<file path="config.mk">
export PLATFORM = sky130hd
export DESIGN_NAME = bas_burst_address_sequencer
export DESIGN_NICKNAME = d
export VERILOG_FILES = /design/src/rtl/bas_pkg.sv /design/src/rtl/bas_sync2.sv /design/src/rtl/bas_burst_address_sequencer.sv
export SDC_FILE = /design/constraint.sdc
export NUM_CORES = 1
export LEC_CHECK = 0
export ABC_AREA = 1
export ABC_CLOCK_PERIOD_IN_PS = 4400
export BUFFER_PORTS_ARGS = -buffer_cell sky130_fd_sc_hd__buf_2
export CORE_AREA = 2 2 116 118
export CTS_CLUSTER_SIZE = 30
export DETAILED_ROUTE_END_ITERATION = 12
export DIE_AREA = 0 0 118 120
export SLEW_MARGIN = 0
export SYNTH_ARGS = -nofsm -noshare
export SYNTH_HDL_FRONTEND = slang
export SYNTH_SLANG_ARGS = --single-unit
</file>
<file path="constraint.sdc">
create_clock -name clk_sys -period 4.4 [get_ports clk_sys]
set_clock_uncertainty 0.1 [all_clocks]
set_input_delay 0.22 -clock clk_sys [delete_from_list [all_inputs] [get_ports clk_sys]]
set_output_delay 0.22 -clock clk_sys [all_outputs]
set_load 0.05 [all_outputs]
</file>
<file path="src/rtl/bas_pkg.sv">
/*
 * Package of the burst address sequencer: widths, configuration field
 * positions, reset values, wrap group masks, states and the state record.
 * Assumes nothing of its surroundings.
 */
`default_nettype none

package bas_pkg;

	// ----------------------------------------------------------------
	// Widths and field positions
	// ----------------------------------------------------------------
	localparam int ADDR_W = 23;
	localparam int CA_W = 48;
	localparam int CFG_W = 16;
	localparam int CA_LINEAR_BIT = 45;
	localparam int CFG_LEGACY_BIT = 2;
	localparam int CFG_LEN_LSB = 0;
	localparam int CFG_LEN_W = 2;

	// ----------------------------------------------------------------
	// Wrap length codes and group masks in words
	// ----------------------------------------------------------------
	localparam logic [CFG_LEN_W-1:0] LEN_128 = 2'h0;
	localparam logic [CFG_LEN_W-1:0] LEN_64 = 2'h1;
	localparam logic [CFG_LEN_W-1:0] LEN_16 = 2'h2;
	localparam logic [CFG_LEN_W-1:0] LEN_32 = 2'h3;
	localparam logic [ADDR_W-1:0] MASK_128 = 23'h00003F;
	localparam logic [ADDR_W-1:0] MASK_64 = 23'h00001F;
	localparam logic [ADDR_W-1:0] MASK_32 = 23'h00000F;
	localparam logic [ADDR_W-1:0] MASK_16 = 23'h000007;
	localparam logic [ADDR_W-1:0] ADDR_ONE = 23'h000001;

	// ----------------------------------------------------------------
	// Configuration reset values
	// ----------------------------------------------------------------
	localparam logic CFG_LEGACY_RST = 1'h1;
	localparam logic [CFG_LEN_W-1:0] CFG_LEN_RST = LEN_32;

	// ----------------------------------------------------------------
	// State record
	// ----------------------------------------------------------------
	typedef enum logic [1:0] {ST_IDLE, ST_WRAP, ST_LINEAR} bas_phase_e;

	typedef struct packed {
		bas_phase_e phase;
		logic [ADDR_W-1:0] addr;
		logic [ADDR_W-1:0] start;
		logic [ADDR_W-1:0] mask;
		logic hybrid;
		logic cfgLegacy;
		logic [CFG_LEN_W-1:0] cfgLen;
		logic cfgSeen;
		logic ckPrev;
		logic valid;
		logic wrapPh;
	} bas_state_s;

	localparam bas_state_s STATE_RST = '{
		phase: ST_IDLE,
		addr: '0,
		start: '0,
		mask: MASK_32,
		hybrid: 1'h0,
		cfgLegacy: CFG_LEGACY_RST,
		cfgLen: CFG_LEN_RST,
		cfgSeen: 1'h0,
		ckPrev: 1'h0,
		valid: 1'h0,
		wrapPh: 1'h0
	};

	function automatic logic [ADDR_W-1:0] maskOf(input logic [CFG_LEN_W-1:0] len);
		logic [ADDR_W-1:0] m;
		m = MASK_32;
		case (len)
			LEN_128: m = MASK_128;
			LEN_64: m = MASK_64;
			LEN_16: m = MASK_16;
			default: m = MASK_32;
		endcase
		return m;
	endfunction

endpackage

`default_nettype wire

</file>
<file path="src/rtl/bas_sync2.sv">
/*
 * Two flip-flop synchroniser for a bus of independent levels.
 * Assumes clk_sys is the destination clock and clkEn freezes it.
 */
`timescale 1ns/10ps
`default_nettype none

module bas_sync2 #(
	parameter int W = 1
) (
	input wire logic clk_sys,
	input wire logic resetn,
	input wire logic clkEn,
	input wire logic [W-1:0] d,
	output logic [W-1:0] q
);

	typedef struct packed {
		logic [W-1:0] meta;
		logic [W-1:0] held;
	} bas_sync_s;

	bas_sync_s s_r;
	bas_sync_s s_nxt;

	always_comb begin
		s_nxt.meta = d;
		s_nxt.held = s_r.meta;
	end

	always_ff @(posedge clk_sys or negedge resetn) begin
		if (!resetn) begin
			s_r <= '0;
		end else if (clkEn) begin
			s_r <= s_nxt;
		end
	end

	assign q = s_r.held;

endmodule // bas_sync2

`default_nettype wire

</file>
<file path="src/rtl/bas_burst_address_sequencer.sv">
/*
 * Burst address sequencer: produces the word order of one array burst.
 * Assumes linkCk and csN are raw pins; startWord, commandAddressWord,
 * burstConfigReg and cfgLoad come from clk_sys logic, steady when csN falls.
 */
// What this block does
// - Hybrid: walk the whole aligned group from the start word, then next group.
// - After the hybrid wrap, count linearly until chip select goes high.
// - Config bit 2: 0 hybrid, 1 legacy wrap; resets to 1.
// - Length code 00/01/10/11 gives 128/64/16/32 byte groups.
// - Words wrap inside a size-aligned group: 2E..3F, 20..2D for 64 bytes.
// - A 16-byte group is eight words: 0C..0F then 08..0B.
// - Hybrid 16 from 0C finishes its group, then goes on at 10.
// - Hybrid 64 from 2E finishes at 2D, then goes on at 40.
// - Hybrid 128 from 03 runs to 3F, 00..02, then goes on at 40.
// - Command bit 45 set means plain linear burst, ignoring the wrap setup.
// - Legacy wrap keeps cycling inside its group while the burst lasts.
`timescale 1ns/10ps
`default_nettype none

module bas_burst_address_sequencer (
	input wire logic clk_sys,
	input wire logic resetn,
	input wire logic clkEn,
	input wire logic linkCk,
	input wire logic csN,
	input wire logic [bas_pkg::CA_W-1:0] commandAddressWord,
	input wire logic [bas_pkg::ADDR_W-1:0] startWord,
	input wire logic [bas_pkg::CFG_W-1:0] burstConfigReg,
	input wire logic cfgLoad,
	output logic [bas_pkg::ADDR_W-1:0] wordAddr,
	output logic addrValid,
	output logic wrapPhase
);

	// ----------------------------------------------------------------
	// Pin synchronisers
	// ----------------------------------------------------------------
	logic [1:0] pinSync;
	logic ckSync;
	logic csHigh;

	bas_sync2 #(.W(2)) uPinSync (
		.clk_sys(clk_sys),
		.resetn(resetn),
		.clkEn(clkEn),
		.d({linkCk, ~csN}),
		.q(pinSync)
	);

	assign ckSync = pinSync[1];
	// Chip select enters inverted: a cleared synchroniser reads as no burst
	assign csHigh = !pinSync[0];

	// ----------------------------------------------------------------
	// Sequencer
	// ----------------------------------------------------------------
	bas_pkg::bas_state_s s_r;
	bas_pkg::bas_state_s s_nxt;
	logic ckRise;
	logic [bas_pkg::ADDR_W-1:0] wrapNext;
	logic [bas_pkg::ADDR_W-1:0] nextGroup;
	logic wrapDone;
	logic stepNow;
	logic burstBegin;

	always_comb begin
		ckRise = ckSync && !s_r.ckPrev;
		stepNow = clkEn && !csHigh && (s_r.phase != bas_pkg::ST_IDLE) && ckRise;
		burstBegin = clkEn && !csHigh && (s_r.phase == bas_pkg::ST_IDLE);
		// Next word inside the aligned group
		wrapNext = (s_r.addr & ~s_r.mask) | ((s_r.addr + bas_pkg::ADDR_ONE) & s_r.mask);
		wrapDone = ((wrapNext ^ s_r.start) & s_r.mask) == '0;
		nextGroup = (s_r.addr & ~s_r.mask) + s_r.mask + bas_pkg::ADDR_ONE;

		s_nxt = s_r;
		s_nxt.ckPrev = ckSync;
		if (cfgLoad) begin
			s_nxt.cfgLegacy = burstConfigReg[bas_pkg::CFG_LEGACY_BIT];
			s_nxt.cfgLen = burstConfigReg[bas_pkg::CFG_LEN_LSB +: bas_pkg::CFG_LEN_W];
			s_nxt.cfgSeen = 1'h1;
		end
		if (csHigh) begin
			// Burst over: address held, output invalid
			s_nxt.phase = bas_pkg::ST_IDLE;
			s_nxt.valid = 1'h0;
			s_nxt.wrapPh = 1'h0;
		end else begin
			case (s_r.phase)
				bas_pkg::ST_IDLE: begin
					s_nxt.addr = startWord;
					s_nxt.start = startWord;
					s_nxt.mask = bas_pkg::maskOf(s_r.cfgLen);
					s_nxt.hybrid = !s_r.cfgLegacy;
					s_nxt.valid = 1'h1;
					if (commandAddressWord[bas_pkg::CA_LINEAR_BIT]) begin
						s_nxt.phase = bas_pkg::ST_LINEAR;
						s_nxt.wrapPh = 1'h0;
					end else begin
						s_nxt.phase = bas_pkg::ST_WRAP;
						s_nxt.wrapPh = 1'h1;
					end
				end
				bas_pkg::ST_WRAP: begin
					if (ckRise) begin
						if (s_r.hybrid && wrapDone) begin
							s_nxt.addr = nextGroup;
							s_nxt.phase = bas_pkg::ST_LINEAR;
							s_nxt.wrapPh = 1'h0;
						end else begin
							s_nxt.addr = wrapNext;
						end
					end
				end
				bas_pkg::ST_LINEAR: begin
					if (ckRise) begin
						s_nxt.addr = s_r.addr + bas_pkg::ADDR_ONE;
					end
				end
				default: begin
					s_nxt.phase = bas_pkg::ST_IDLE;
				end
			endcase
		end
	end

	always_ff @(posedge clk_sys or negedge resetn) begin
		if (!resetn) begin
			s_r <= bas_pkg::STATE_RST;
		end else if (clkEn) begin
			s_r <= s_nxt;
		end
	end

	assign wordAddr = s_r.addr;
	assign addrValid = s_r.valid;
	assign wrapPhase = s_r.wrapPh;

	// ----------------------------------------------------------------
	// Assertions
	// ----------------------------------------------------------------
	// Burst start, hybrid exit and linear step
	a_start_load: assert property (@(posedge clk_sys) disable iff (!resetn)
		burstBegin |=> addrValid && wordAddr == $past(startWord)
		&& wrapPhase == !$past(commandAddressWord[bas_pkg::CA_LINEAR_BIT]))
		else $error("burst did not open at its start word");

	a_hybrid_jump: assert property (@(posedge clk_sys) disable iff (!resetn)
		stepNow && s_r.phase == bas_pkg::ST_WRAP && s_r.hybrid && wrapDone
		|=> wordAddr == $past(nextGroup) && s_r.phase == bas_pkg::ST_LINEAR)
		else $error("hybrid burst did not move to the next group");

	a_linear_step: assert property (@(posedge clk_sys) disable iff (!resetn)
		stepNow && s_r.phase == bas_pkg::ST_LINEAR
		|=> wordAddr == $past(wordAddr) + bas_pkg::ADDR_ONE)
		else $error("linear burst did not step by one word");

	// Configuration
	a_cfg_default: assert property (@(posedge clk_sys) disable iff (!resetn)
		!s_r.cfgSeen
		|-> s_r.cfgLegacy && s_r.cfgLen == bas_pkg::CFG_LEN_RST)
		else $error("configuration left its reset value unloaded");

	a_cfg_load: assert property (@(posedge clk_sys) disable iff (!resetn)
		clkEn && cfgLoad
		|=> s_r.cfgLegacy == $past(burstConfigReg[bas_pkg::CFG_LEGACY_BIT])
		&& s_r.cfgLen == $past(burstConfigReg[bas_pkg::CFG_LEN_LSB +: bas_pkg::CFG_LEN_W]))
		else $error("configuration word not captured on load");

	a_mask_pick: assert property (@(posedge clk_sys) disable iff (!resetn)
		burstBegin && s_r.cfgLen == bas_pkg::LEN_16
		|=> s_r.mask == bas_pkg::MASK_16 && s_r.start == $past(startWord))
		else $error("16-byte group mask not taken");

	// Wrap order and linear command
	a_wrap_order: assert property (@(posedge clk_sys) disable iff (!resetn)
		stepNow && s_r.phase == bas_pkg::ST_WRAP && !(s_r.hybrid && wrapDone)
		|=> (wordAddr & s_r.mask) == (($past(wordAddr) + bas_pkg::ADDR_ONE) & s_r.mask))
		else $error("wrap did not take the next word in its group");

	a_group_kept: assert property (@(posedge clk_sys) disable iff (!resetn)
		stepNow && s_r.phase == bas_pkg::ST_WRAP && !s_r.hybrid
		|=> (wordAddr & ~s_r.mask) == ($past(wordAddr) & ~s_r.mask))
		else $error("legacy wrap left its aligned group");

	a_legacy_stay: assert property (@(posedge clk_sys) disable iff (!resetn)
		stepNow && s_r.phase == bas_pkg::ST_WRAP && !s_r.hybrid
		|=> s_r.phase == bas_pkg::ST_WRAP && wrapPhase)
		else $error("legacy wrap left its wrap phase");

	a_linear_cmd: assert property (@(posedge clk_sys) disable iff (!resetn)
		burstBegin && commandAddressWord[bas_pkg::CA_LINEAR_BIT]
		|=> s_r.phase == bas_pkg::ST_LINEAR && !wrapPhase && addrValid)
		else $error("linear command did not start a linear burst");

	// Chip select, link edges and clock enable
	a_cs_hold: assert property (@(posedge clk_sys) disable iff (!resetn)
		clkEn && csHigh |=> !addrValid && $stable(wordAddr))
		else $error("address moved or stayed valid with chip select high");

	a_no_edge: assert property (@(posedge clk_sys) disable iff (!resetn)
		clkEn && !ckRise && s_r.phase != bas_pkg::ST_IDLE |=> $stable(wordAddr))
		else $error("address moved without a link clock edge");

	a_idle_flags: assert property (@(posedge clk_sys) disable iff (!resetn)
		s_r.phase == bas_pkg::ST_IDLE |-> !addrValid && !wrapPhase)
		else $error("idle sequencer shows a valid or wrapping address");

	a_freeze_hold: assert property (@(posedge clk_sys) disable iff (!resetn)
		!clkEn |=> $stable(wordAddr) && $stable(addrValid) && $stable(wrapPhase))
		else $error("outputs moved while the clock enable was low");

	// Main scenarios
	c_hybrid_jump: cover property (@(posedge clk_sys) disable iff (!resetn)
		stepNow && s_r.hybrid && wrapDone && s_r.phase == bas_pkg::ST_WRAP);

	c_legacy_wrap: cover property (@(posedge clk_sys) disable iff (!resetn)
		stepNow && !s_r.hybrid && wrapDone && s_r.phase == bas_pkg::ST_WRAP);

	c_linear_run: cover property (@(posedge clk_sys) disable iff (!resetn)
		burstBegin && commandAddressWord[bas_pkg::CA_LINEAR_BIT]);

	c_legacy_128: cover property (@(posedge clk_sys) disable iff (!resetn)
		burstBegin && s_r.cfgLegacy && s_r.cfgLen == bas_pkg::LEN_128);

	c_freeze: cover property (@(posedge clk_sys) disable iff (!resetn)
		addrValid && !clkEn);

endmodule // bas_burst_address_sequencer

`default_nettype wire

</file>
### Yosys cells after proc, flatten, opt, wreduce, memory -nomap -nowiden

Index checks and enable logic that the tools add are counted.

* output and inout port bits: 25
* logic and storage cells: 62
* register bits: 82
* input port bits: 93

* equal/unequal tests: 11
* reductions and logical operators: 14
* $add $sub $neg: 3
* mux-type cells: 15
* bitwise operators: 7

Operator list (number)
* bitwise AND 23 bit: 3
* one-hot mux 23 bit (3 select lines): 1
* adder 23 x 1 -> 23 bit, second input constant: 2
* two-way mux 23 bit: 2
* two-way mux 25 bit: 1
* adder 23 bit: 1
* logical NOT 23 bit: 1
* NOT 23 bit: 1
* bitwise OR 23 bit: 1
* XOR 23 bit: 1
* one-hot mux 6 bit (3 select lines): 1
* != test 3 bit, second input constant: 3
* two-way mux 2 bit: 4
* != test 2 bit, second input constant: 4
* AND reduction 4 bit: 2
* one-hot mux 2 bit (3 select lines): 1
* AND reduction 5 bit: 1
* equality test 2 x 1 -> 1 bit, second input constant: 2
* equality test 2 bit, second input constant: 2
* logical NOT 2 bit: 2
* two-way mux 1 bit: 4
* AND reduction 2 bit: 2
* AND reduction 3 bit: 1
* nonzero test 3 bit: 1
* other kinds (4): 6

### Depth between registers and ports, before layout

* depth in word-level cells: 11
* gate-level depth with buffers: 16
* depth with buffers taken out: 15

### Cells and area by module

Synthesis repeated with hierarchy kept, for this count alone.

* cells, all modules: 599
* area total of the unflattened synthesis: 3854.9 um^2

By module, submodules not included
* bas_burst_address_sequencer: cells an instance 582, area each 3706.1 um^2, seq. area each 1031.0 um^2, times used 1
* bas_sync2: cells an instance 17, area each 148.9 um^2, seq. area each 100.1 um^2, times used 1

### Worst setup path after synthesis

No wires, ideal clock.

* kind: reg2reg
* from: register s_r, in the netlist wordAddr[1]
* to: register s_r, in the netlist wordAddr[19]
* period minus slack after synthesis: 1.999 ns
* data required time: 4.184 ns
* data arrival time: 1.783 ns
* stages on the path, launching flop included: 14
* setup slack: 2.401 ns
* path through: dfrtp_1 > ha_1 > nor2_1 > nor2_1 > nand2_1 > nor2_1 > nand2_2 > a21oi_4 > nand3_4 > nand2_4 > nand2_4 > buf_4 > nand2_1 > nand2_1

* longest elaborated chain between the ends: 10

Ends and longest elaborated chain
* start: declaration: line bas_burst_address_sequencer.sv:58 `bas_pkg::bas_state_s s_r;`
* start signal: assignment: line bas_burst_address_sequencer.sv:129 `s_r <= bas_pkg::STATE_RST;`
* start signal: assignment: line bas_burst_address_sequencer.sv:131 `s_r <= s_nxt;`
* parallel branches: the longest is 9 deep, another holds adder 23 bit
* one-hot mux 23 bit (3 select lines) *: line bas_burst_address_sequencer.sv:89 `case (s_r.phase)`

Every way passes the cells marked *. The select of a mux whose other input is x is not followed.
A chain may end at the register's enable or synchronous reset.

### Final worst setup path

* from: register s_r[78] (netlist name)
* to: register s_r, in the netlist wordAddr[0]

* longest elaborated chain between the ends: 3

Ends and longest elaborated chain (line)
* equality test 2 x 1 -> 1 bit, or another cell as far along: bas_burst_address_sequencer.sv:89
* != test 2 bit (no line) / nonzero test 3 bit (equally long branches)
* AND reduction 5 bit (no line)

Several ways; a longest one is shown, not always the timed one.

==> metrics <==
post-DP HPWL=7490 um; Int Pwr=1.22 mW; Worst Setup Slack, final=1.53 ns; Root Driver=clkbuf_16; io pins=118; register area share after synthesis=~30%; final hold vios=0; Crit path buffers/inverters=3; Crit Path Max Fanout=14; All-Layer GR Usage=14.9%; Clk pwr share=13.9%; Post-Place Cells=788; footprint of the multi-input gates=2150 um2; Clock transition at path regs=0.07 ns; cell chain of the critical path=inv_1 > ha_1 > inv_1 > a21oi_1 > nor4_4 > clkinv_1 > a21oi_1 > a21boi_0; Core ar.=13000 um2; total number of vias=3636; overall die width=118 um; Unique masters post-synth=41; Switching Fraction=55.3%; Post-synth EDFFs=0; Worst Path Required=4.48 ns; initial DRC count=264; Relative slew margins=between 30% and 40%; largest net degree at the start of global routing=46; die area=about 14000 um2; layout cells sized above 1=16.2%; Max Cap Viol=0; Worst Path Arrival=roughly 3 ns; Worst VDD drop=between 0.0002 and 0.00025 V; IO buf count=between 50 and 60; Post-Layout Cell Count=795; Crit. End Element=flip-flop; fin crit share=65.1%; grt ovf=0; initial antenna violation count=0; warnings from Yosys=0; Most used DFF post-synth=dfrtp_1; CTS tree=built; switching pwr=between 1.5 and 2 mW; Setup TNS=0 ns; worst-path cell with the longest stage delay=inv_1; Placement Rows=between 40 and 50; Avg WL per Cell=about 13 um; post-CTS setup buffer count=0; Hold WS=0.0121 ns; Layout area overhead=10.2%; Max Fclk=roughly 0.35 GHz; RePlAce Congestion=0.859; Power Density=654 nW/um2; Final ANT Viol Nets=0; Die Height=120 um; Post-synth ARST share=100%; CTS resizes=0; router iterations before antenna repair=5; routed wire length=between 10000 and 15000 um; Via density=4.57; Avg Inst Size Synth=6.35 um2; Antenna Cells=0; filler cell count in the final layout=between 1000 and 1500; # clock sinks=45; CP peak stage delay=0.50 ns; CTS Buf Count=5; worst skew pair latency=0.29 ns; DRC=0; Worst Max-Slew Pin Slew=roughly 1.0 ns; Logic pwr share=55.4%; first-pass GRT wire length=17100 um; Final setup viols=0; critical path's top delay family=buffers and inverters; Flop pwr share=30.7%; nets=718; synthesized area=between 3000 and 4000 um2; H-tree levels=2; Seq. cell area=roughly 1100 um2; Post-Place Setup Slack=1.50 ns; Synthesized Nets=694; cells after synthesis=595; vias in the first global route=approximately 3400; critical path type=reg2reg; Final Slew Violations=0; status=complete, no violations; Hold Path Class=in2async; synthesis-stage register bit count=45; RSZ-0062 raised after global routing=no; hold buffers post-CTS=0; leakage=between 2 and 2.5 nW; minimum clock period=2.87 ns; clock tree buffer depth=2; Setup crit start kind=flip-flop; initial core utilization=29.1%
[flip-flops by register name, indices dropped and copies added, names as in the netlist]
signal          cells
uPinSync.s_nxt      2
addrValid           1
uPinSync.q          2
wordAddr           23
wrapPhase           1
s_r                16
[logic make-up after synthesis]
group	synth area share [%]
AND/OR/NAND/NOR	42.4
flip-flops	29.9
multiplexers	0.596
buffers and inverters	13.2
adder cells (fa/ha/maj)	1.99
AO/OA/AOI/OAI	9.10
XOR/XNOR	2.78
[metrics by stage]
| step | util (%) | total power, mW | instance area, um2 |
|---|---|---|---|
| floorplan | - | 2.13 | 3780 |
| global placement | 31.0 | 2.34 | 4020 |
| detailed placement | 31.0 | 2.35 | 4020 |
| CTS | 32.1 | 2.74 | 4160 |
| global route | 32.1 | 2.95 | 4160 |
| finish | 32.1 | 2.72 | 4160 |
[layout make-up]
cell class	instances	share of cell area [%]
Clock inverter	2	0.391
Inverter	61	5.50
Sequential cell	45	27.2
Tap cell	176	5.29
Multi-Input combinational cell	448	51.6
Timing Repair Buffer	58	7.03
Clock buffer	5	3.00
[per-layer routing]
layer  GRT usage, %  routed length, um
met1           20.0               5120
met4           3.84                122
met5              0                  0
met3           2.00                336
met2           25.3               4610
[Yosys cell counts (3+ instances only)]
master / number / share of area, %
dfrtp_1: 41 / 27
a21oi_1: 12 / 1.6
xor2_1: 9 / 2.1
o21ai_0: 29 / 3.8
xnor2_1: 3 / 0.70
nand2_2: 4 / 0.66
nand3_1: 44 / 5.8
a21boi_0: 3 / 0.60
clkbuf_1: 10 / 0.99
or2_2: 5 / 0.83
nor2_1: 83 / 8.2
o21bai_1: 3 / 0.60
o211ai_1: 3 / 0.60
nand4_1: 11 / 1.8
inv_1: 58 / 5.8
ha_1: 6 / 2.0
nor3_1: 11 / 1.5
nor2_2: 12 / 2.0
nand3b_1: 4 / 0.79
buf_4: 25 / 5.0
dfstp_2: 4 / 2.8
nand2_1: 190 / 19
[final timing paths]
kind	start	to	slack, ns	cells past startpoint
worst min register to register	uPinSync.s_nxt[0]	uPinSync.q[0]	0.38	2
worst max register to register	s_r[78]	wordAddr[0]	1.53	8
worst max-delay path	s_r[78]	wordAddr[0]	1.53	8
max in group asynchronous	resetn	wordAddr[13]	3.54	1
min in group clk_sys	csN	uPinSync.s_nxt[0]	0.02	2
worst min-delay path	resetn	uPinSync.s_nxt[1]	0.01	1
[placed cells by master, fill, tap and decap left out, types with 4 or more instances in the layout]
cell / n
a21oi_1: 12
buf_2: 57
clkbuf_16: 5
dfrtp_1: 41
dfstp_2: 4
ha_1: 6
inv_1: 58
nand2_1: 190
nand2_2: 4
nand3_1: 44
nand3b_1: 4
nand4_1: 11
nor2_1: 83
nor2_2: 12
nor3_1: 11
o21ai_0: 29
or2_2: 5
xor2_1: 9
[power by group through the flow]
stage / clock [mW] / sequential (mW) / combinational, mW
2_1_floorplan: 0 / 0.752 / 1.38
3_3_place_gp: 0 / 0.842 / 1.50
3_5_place_dp: 0 / 0.841 / 1.51
4_1_cts: 0.387 / 0.834 / 1.52
5_1_grt: 0.401 / 0.874 / 1.67
6_report: 0.379 / 0.835 / 1.51
Note: power is estimated with default switching activity, not from simulation.
